## config.mk

```make
export PLATFORM = sky130hd
export DESIGN_NAME = cgscp_port
export DESIGN_NICKNAME = d
export VERILOG_FILES = /design/src/cgscp_pkg.sv /design/src/cgscp_port.sv
export SDC_FILE = /design/constraint.sdc
export NUM_CORES = 1
export LEC_CHECK = 0
export ABC_AREA = 1
export BUFFER_PORTS_ARGS = -buffer_cell sky130_fd_sc_hd__buf_2
export CORE_AREA = 5 5 306 188
export DETAILED_ROUTE_END_ITERATION = 16
export DIE_AREA = 0 0 311 193
export HOLD_SLACK_MARGIN = 0.1
export SLEW_MARGIN = 5
export SYNTH_ARGS = -nofsm -noshare
export SYNTH_HDL_FRONTEND = slang
export SYNTH_SLANG_ARGS = --single-unit
```

## constraint.sdc

```tcl
create_clock -name clock -period 2.3 [get_ports clock]
set_input_delay 0.69 -clock clock [delete_from_list [all_inputs] [get_ports clock]]
set_output_delay 0.69 -clock clock [all_outputs]
set_load 0.02 [all_outputs]
```

## src/cgscp_pkg.sv

```systemverilog
// Constants, register layout and phase type for the clock generator serial control port
//
// Contract
// - Instruction byte takes first eight rising edges
// - Instruction gives target register and direction
// - Data phase length equals addressed register width
// - After a transfer, next eight edges are instruction
// - Incoming data sampled on serial clock rise
// - Outgoing data launched on serial clock fall
// - Instruction bit 7 high reads, low writes
// - Instruction bits 6 and 5 are ignored
// - Instruction bits 4 to 0 select register
// - Chip select high floats both data outputs
// - Chip select high suspends, low resumes transfer
// - Shared line always takes writes; bit selects reads
// - Separate output floats in shared line mode
// - Port abort idles port, keeps register contents
// - After abort, new transfer starts with instruction
// - Bit order select: low MSB first, high LSB
// - Instruction byte follows the selected bit order
// - Data phase bits follow the selected bit order
package cgscp_pkg;

   // ----------------------------------------
   // Register selects and widths
   // ----------------------------------------
   localparam logic [4:0] SEL_CFW_ONE = 5'h00;
   localparam logic [4:0] SEL_CFW_TWO = 5'h01;
   localparam logic [4:0] SEL_RISE_DELTA = 5'h02;
   localparam logic [4:0] SEL_FALL_DELTA = 5'h03;
   localparam logic [4:0] SEL_TUNING = 5'h04;
   localparam int NUM_REGS = 5;
   localparam int REG_W = 48;
   localparam logic [2:0] BYTES_CFW_ONE = 3'h4;
   localparam logic [2:0] BYTES_CFW_TWO = 3'h4;
   localparam logic [2:0] BYTES_DELTA = 3'h3;
   localparam logic [2:0] BYTES_TUNING = 3'h6;
   localparam logic [2:0] BYTES_UNMAPPED = 3'h1;
   localparam logic [5:0] INSTR_BITS = 6'h08;

   // ----------------------------------------
   // Reset values
   // ----------------------------------------
   localparam logic [47:0] RST_CFW_ONE = 48'h0000_0000_0000;
   localparam logic [47:0] RST_CFW_TWO = 48'h0000_0078_0007;
   localparam logic [47:0] RST_DELTA = 48'h0000_0000_0000;
   localparam logic [47:0] RST_TUNING = 48'h0000_0000_0000;

   // ----------------------------------------
   // Field positions
   // ----------------------------------------
   localparam int POS_DIRECTION = 7;
   localparam int POS_BIT_ORDER = 15;
   localparam int POS_INPUT_ONLY = 7;

   typedef enum logic {
      PH_INSTR,
      PH_DATA
   } cgscp_phase_e;

   function automatic logic [2:0] cgscp_reg_bytes(input logic [4:0] sel);
      logic [2:0] n;
      n = BYTES_UNMAPPED;
      unique case (sel)
         SEL_CFW_ONE: n = BYTES_CFW_ONE;
         SEL_CFW_TWO: n = BYTES_CFW_TWO;
         SEL_RISE_DELTA: n = BYTES_DELTA;
         SEL_FALL_DELTA: n = BYTES_DELTA;
         SEL_TUNING: n = BYTES_TUNING;
         default: n = BYTES_UNMAPPED;
      endcase
      return n;
   endfunction : cgscp_reg_bytes

endpackage : cgscp_pkg

```

## src/cgscp_port.sv

```systemverilog
// Serial control port of the clock generator, device side
`timescale 1ns/1ns
module cgscp_port (
   // Clock and reset
   input wire logic clock,
   input wire logic rst,
   // Serial pins from the controller
   input wire logic sclk,
   input wire logic chip_select_n,
   input wire logic port_abort,
   // Shared data line
   input wire logic serial_shared_data_line_in,
   output logic serial_shared_data_line_out,
   output logic serial_shared_data_line_oe,
   // Separate serial output
   output logic serial_separate_output_out,
   output logic serial_separate_output_oe,
   // Register contents toward the core
   output logic [31:0] control_function_word_one,
   output logic [31:0] control_function_word_two,
   output logic [23:0] rise_delta_word,
   output logic [23:0] fall_delta_word,
   output logic [47:0] tuning_word,
   // Status
   output logic bit_order_select,
   output logic shared_line_input_only,
   output logic transfer_busy,
   output logic write_done
);

   // ----------------------------------------
   // State
   // ----------------------------------------
   typedef struct packed {
      logic [1:0] sclk_sync;
      logic sclk_prev;
      logic [1:0] cs_sync;
      logic [1:0] din_sync;
      logic [1:0] abort_sync;
      cgscp_pkg::cgscp_phase_e phase;
      logic [5:0] cnt;
      logic [5:0] tx_cnt;
      logic [5:0] len;
      logic read;
      logic [4:0] sel;
      logic [7:0] instr;
      logic [47:0] shift;
      logic dout;
      logic wr_pulse;
      logic [cgscp_pkg::NUM_REGS-1:0][47:0] regs;
   } cgscp_state_s;

   cgscp_state_s st;
   cgscp_state_s next_st;

   // ----------------------------------------
   // Edge detection and helpers
   // ----------------------------------------
   logic sclk_rise;
   logic sclk_fall;
   logic selected;
   logic aborting;
   logic lsb_first;
   logic input_only;
   logic din;
   logic [5:0] rx_pos;
   logic [5:0] tx_pos;
   logic [7:0] instr_now;
   logic [5:0] data_bits;
   logic [4:0] sel_now;
   logic drive_read;

   // Both edges come from the synchronised copy, so sclk may be slow or stop anywhere
   assign sclk_rise = st.sclk_sync[1] & ~st.sclk_prev;
   assign sclk_fall = ~st.sclk_sync[1] & st.sclk_prev;
   assign selected = ~st.cs_sync[1];
   assign aborting = st.abort_sync[1];
   assign din = st.din_sync[1];
   assign lsb_first = st.regs[cgscp_pkg::SEL_CFW_ONE][cgscp_pkg::POS_BIT_ORDER];
   assign input_only = st.regs[cgscp_pkg::SEL_CFW_ONE][cgscp_pkg::POS_INPUT_ONLY];

   // Position of the current bit inside the word being moved
   assign rx_pos = lsb_first ? st.cnt : 6'(st.len - st.cnt - 6'h01);
   assign tx_pos = lsb_first ? st.tx_cnt : 6'(st.len - st.tx_cnt - 6'h01);

   always_comb begin
      instr_now = st.instr;
      instr_now[rx_pos[2:0]] = din;
   end

   assign sel_now = instr_now[4:0];
   assign data_bits = {cgscp_pkg::cgscp_reg_bytes(sel_now), 3'h0};

   // ----------------------------------------
   // Next state
   // ----------------------------------------
   always_comb begin
      next_st = st;
      next_st.sclk_sync = {st.sclk_sync[0], sclk};
      next_st.sclk_prev = st.sclk_sync[1];
      next_st.cs_sync = {st.cs_sync[0], chip_select_n};
      next_st.din_sync = {st.din_sync[0], serial_shared_data_line_in};
      next_st.abort_sync = {st.abort_sync[0], port_abort};
      next_st.wr_pulse = 1'b0;
      if (aborting) begin
         // Only the port is cleared; stored words stay as they are
         next_st.phase = cgscp_pkg::PH_INSTR;
         next_st.cnt = 6'h00;
         next_st.tx_cnt = 6'h00;
         next_st.len = cgscp_pkg::INSTR_BITS;
         next_st.instr = 8'h00;
         next_st.read = 1'b0;
      end else if (selected) begin
         if (sclk_rise) begin
            unique case (st.phase)
               cgscp_pkg::PH_INSTR: begin
                  next_st.instr = instr_now;
                  next_st.cnt = 6'(st.cnt + 6'h01);
                  if (st.cnt == 6'(cgscp_pkg::INSTR_BITS - 6'h01)) begin
                     next_st.phase = cgscp_pkg::PH_DATA;
                     next_st.cnt = 6'h00;
                     next_st.tx_cnt = 6'h00;
                     next_st.len = data_bits;
                     next_st.read = instr_now[cgscp_pkg::POS_DIRECTION];
                     next_st.sel = sel_now;
                     next_st.shift = 48'h0000_0000_0000;
                     if (instr_now[cgscp_pkg::POS_DIRECTION] &&
                         (sel_now < 5'(cgscp_pkg::NUM_REGS))) begin
                        next_st.shift = st.regs[sel_now[2:0]];
                     end
                  end
               end
               cgscp_pkg::PH_DATA: begin
                  if (!st.read) begin
                     next_st.shift[rx_pos] = din;
                  end
                  next_st.cnt = 6'(st.cnt + 6'h01);
                  if (st.cnt == 6'(st.len - 6'h01)) begin
                     // Transfer complete; the next edge starts a fresh instruction
                     next_st.phase = cgscp_pkg::PH_INSTR;
                     next_st.cnt = 6'h00;
                     next_st.len = cgscp_pkg::INSTR_BITS;
                     next_st.instr = 8'h00;
                     if (!st.read && (st.sel < 5'(cgscp_pkg::NUM_REGS))) begin
                        // Commit only whole words, never a partial write
                        next_st.regs[st.sel[2:0]] = next_st.shift;
                        next_st.wr_pulse = 1'b1;
                     end
                  end
               end
            endcase
         end else if (sclk_fall && (st.phase == cgscp_pkg::PH_DATA) && st.read) begin
            if (st.tx_cnt < st.len) begin
               next_st.dout = st.shift[tx_pos];
               next_st.tx_cnt = 6'(st.tx_cnt + 6'h01);
            end
         end
      end
   end

   // ----------------------------------------
   // Registers
   // ----------------------------------------
   always_ff @(posedge clock) begin
      if (rst) begin
         st.sclk_sync <= 2'h0;
         st.sclk_prev <= 1'b0;
         st.cs_sync <= 2'h3;
         st.din_sync <= 2'h0;
         st.abort_sync <= 2'h0;
         st.phase <= cgscp_pkg::PH_INSTR;
         st.cnt <= 6'h00;
         st.tx_cnt <= 6'h00;
         st.len <= cgscp_pkg::INSTR_BITS;
         st.read <= 1'b0;
         st.sel <= 5'h00;
         st.instr <= 8'h00;
         st.shift <= 48'h0000_0000_0000;
         st.dout <= 1'b0;
         st.wr_pulse <= 1'b0;
         st.regs[cgscp_pkg::SEL_CFW_ONE] <= cgscp_pkg::RST_CFW_ONE;
         st.regs[cgscp_pkg::SEL_CFW_TWO] <= cgscp_pkg::RST_CFW_TWO;
         st.regs[cgscp_pkg::SEL_RISE_DELTA] <= cgscp_pkg::RST_DELTA;
         st.regs[cgscp_pkg::SEL_FALL_DELTA] <= cgscp_pkg::RST_DELTA;
         st.regs[cgscp_pkg::SEL_TUNING] <= cgscp_pkg::RST_TUNING;
      end else begin
         st <= next_st;
      end
   end

   // ----------------------------------------
   // Pin drivers
   // ----------------------------------------
   // Selected and in a read data phase; deselect floats both lines at once
   assign drive_read = selected & ~aborting & st.read & (st.phase == cgscp_pkg::PH_DATA);
   assign serial_shared_data_line_out = st.dout;
   assign serial_shared_data_line_oe = drive_read & ~input_only;
   assign serial_separate_output_out = st.dout;
   assign serial_separate_output_oe = drive_read & input_only;

   // ----------------------------------------
   // Register and status outputs
   // ----------------------------------------
   assign control_function_word_one = st.regs[cgscp_pkg::SEL_CFW_ONE][31:0];
   assign control_function_word_two = st.regs[cgscp_pkg::SEL_CFW_TWO][31:0];
   assign rise_delta_word = st.regs[cgscp_pkg::SEL_RISE_DELTA][23:0];
   assign fall_delta_word = st.regs[cgscp_pkg::SEL_FALL_DELTA][23:0];
   assign tuning_word = st.regs[cgscp_pkg::SEL_TUNING];
   assign bit_order_select = lsb_first;
   assign shared_line_input_only = input_only;
   assign transfer_busy = (st.phase == cgscp_pkg::PH_DATA) | (st.cnt != 6'h00);
   assign write_done = st.wr_pulse;

endmodule : cgscp_port
```

==> flow_metrics.tcl <==
set metrics [dict create \
    status "finished, violations left" \
    violations "setup timing" \
    end_kind "flop" \
    fin_nets 3141 \
    ant_nets 0 \
    leakagePower_nw 11.25 \
    drive_above_1_share_pct 18.74 \
    hp-class "in2reg" \
    hold_viol 0 \
    antenna_found_initial 1 \
    crit_fanout 13 \
    setup_viol 41 \
    crit_buf_inv 6 \
    cp-start-kind "flop" \
    synthTopCellsByArea "dfxtp_1 (35%), nand2_1 (22%), a21oi_1 (8.5%)" \
    coreArea_um2 54830 \
    grt_overflow 0 \
    clock.fmax_mhz 423.2 \
    maxCapViolations 0 \
    async_flop_share_pct 0 \
    firstDrtPassIters 6 \
    worstSkewPairLatency_ns 0.55 \
    syn-cell-area_um2 18850 \
    crit_required_ns 2.78 \
    pre_cts_ws_ns -0.1445 \
    drv_slew 0 \
    die_y_um 193 \
    h-tree-depth 2 \
    layout_setup_ws_ns -0.06299 \
    hold-worst-slack_ns 0.3449 \
    numCtsBuffers 35 \
    synth_flop_cell "dfxtp_1" \
    slowest_delay_ns 0.33 \
    syn_area_per_cell_um2 6.206 \
    min_period_ns 2.363 \
    skew_ns 0.02630 \
    wl_um 72010 \
    start_util_pct 34.38 \
    grt_pass1_wl_um 100900 \
    place.gp.congestion 0.9946 \
    finish.utilization_pct 42.11 \
    critPathTopFamily "buffers and inverters" \
    grt_start_max_net_pins 74 \
    root_buffer "clkbuf_16" \
    crit_arrival_ns 2.84 \
    ctsLongestPathBuffers 3 \
    fin_crit_sh_pct 102.7 \
    grt_pass1_vias 16720 \
    drt_iter0_drc 2611 \
    rsz0062_at_grt "true" \
    yosys_register_bits 327 \
    hold_buffers 0 \
    fp-row-count 67 \
    cts.sinks 327 \
    regArea_um2 6566 \
    yosysWarnings 0 \
    synth-edff-count 0 \
    synth-seq-area-share_pct 34.73 \
    wl_per_cell_um 18.60 \
    synth.top_cell.area_share_pct 34.73 \
    clk_pin_slew_ns 0.07 \
    ir_drop_mv 0.4133 \
    p_per_area_nw_per_um2 540.0 \
    drc_errors 0 \
    vias 19350 \
    io_buffer_count 173 \
    netlist.top_cell.by_area "dfxtp_1" \
    fillers 5737 \
    io_pins 174 \
    critPathSlowestCell "dfxtp_2" \
    via_per_inst 4.998 \
    cp_cell_sequence "inv_1 -> ha_4 -> inv_2 -> nand3_2 -> nor3_4 -> inv_2 -> buf_4 -> nor3_4 -> buf_6 -> clkbuf_16 -> o21ai_0 -> a21oi_1" \
    area_growth_pct 22.51 \
    synthCells 3037 \
    multi_input_area_um2 9389 \
    dpl.hpwl_um 44840 \
    path_class "reg2reg" \
    die_w_um 311 \
    grt_util_all_layers_pct 21.01 \
    die_area_um2 60020 \
    synth.distinct_cells 40 \
    diodes 0 \
    cts_tree "built" \
]
kinds of logic after synthesis:
family                     count (synthesis)  share of synthesized area, %
buffers and inverters                    698                         17.96
DFF                                      327                         34.73
xor gates and xnor gates                   6                        0.2788
adders and majority gates                 14                        0.9294
other                                      1                       0.01990
and+or+nand+nor                         1506                         32.65
AOI/OAI and AO/OA                        485                         13.43
stage by stage:
step | cell area, um^2 | power (mW) | TNS, ns | cells
after floorplan | 18850 | 6.111 | 0 | 3038
after global placement | 20420 | 6.341 | -1.788 | 3744
after detailed placement | 20420 | 6.342 | -1.641 | 3744
after CTS | 21840 | 12.51 | -0.7049 | 3817
after global routing | 23090 | 12.83 | -10.37 | 3872
final | 23090 | 12.47 | -0.8671 | 3872
synth_stat cells, types with 14 or more instances:
cell type  number
clkbuf_1      102
buf_4         171
or2_2          19
nand2_1      1086
buf_2          68
inv_1         338
nand3_1       184
dfxtp_1       327
a21oi_1       319
o21ai_0       122
o211ai_1       25
nor2_1        138
nand4_1        54
ha_1           14
flip-flops by register name, summed over array words and instances (netlist names):
register                    cells
st                            158
tuning_word                    48
control_function_word_two      32
control_function_word_one      31
fall_delta_word                24
rise_delta_word                24
next_st                         5
aborting                        1
bit_order_select                1
din                             1
serial_separate_output_out      1
write_done                      1
worst paths after layout:
check,start,endpoint,slack [ns],cells past startpoint
hold reg to reg,next_st[331],next_st[329],0.40,2
hold / removal,chip_select_n,next_st[328],0.34,2
setup / recovery,st[319],tuning_word[46],-0.06,12
setup reg to reg,st[319],tuning_word[46],-0.06,12
cells in the final DEF, fill, tap and decap left out, types with 14 or more instances in the layout:
cell type	count
dfxtp_1	317
nand2_1	1063
buf_6	22
nand2_2	21
or2_2	19
buf_12	55
nor2_1	124
buf_2	172
buf_4	127
o21ai_0	119
nand3_1	172
clkbuf_16	55
o211ai_1	25
a21oi_1	305
nand4_1	54
a21oi_2	14
inv_1	331
final cells by class:
cell class	count	area share (%)
Multi-Input combinational cell	2014	40.67
Sequential cell	327	28.44
Timing Repair Buffer	398	16.00
Inverter	345	5.690
Clock buffer	49	4.325
Tap cell	724	3.923
Clock inverter	15	0.9592
routing by layer:
layer / part of all wire, % / global-route usage [%] / routed length (um)
met1: 48 / 32.29 / 34250
met4: 1.6 / 3.596 / 1118
met5: 0.018 / 0 / 13
met2: 40 / 30.85 / 29100
met3: 10 / 3.931 / 7528
power breakdown:
group / internal [mW] / leakage, nW / switching, mW / total (mW)
sequential: 5.66 / 2.64 / 0.00546 / 5.67
clock: 3.62 / 0.586 / 2.57 / 6.19
combinational: 0.208 / 8.03 / 0.401 / 0.609
total: 9.49 / 11.3 / 2.97 / 12.5
what timing repair did:
action	in CTS	in global routing
resized for setup	24	117
pin swaps	5	40
gates cloned	2	23
setup buffers	8	33
endpoints found under the setup margin	59	296
Note: power is estimated with default switching activity, not from simulation.
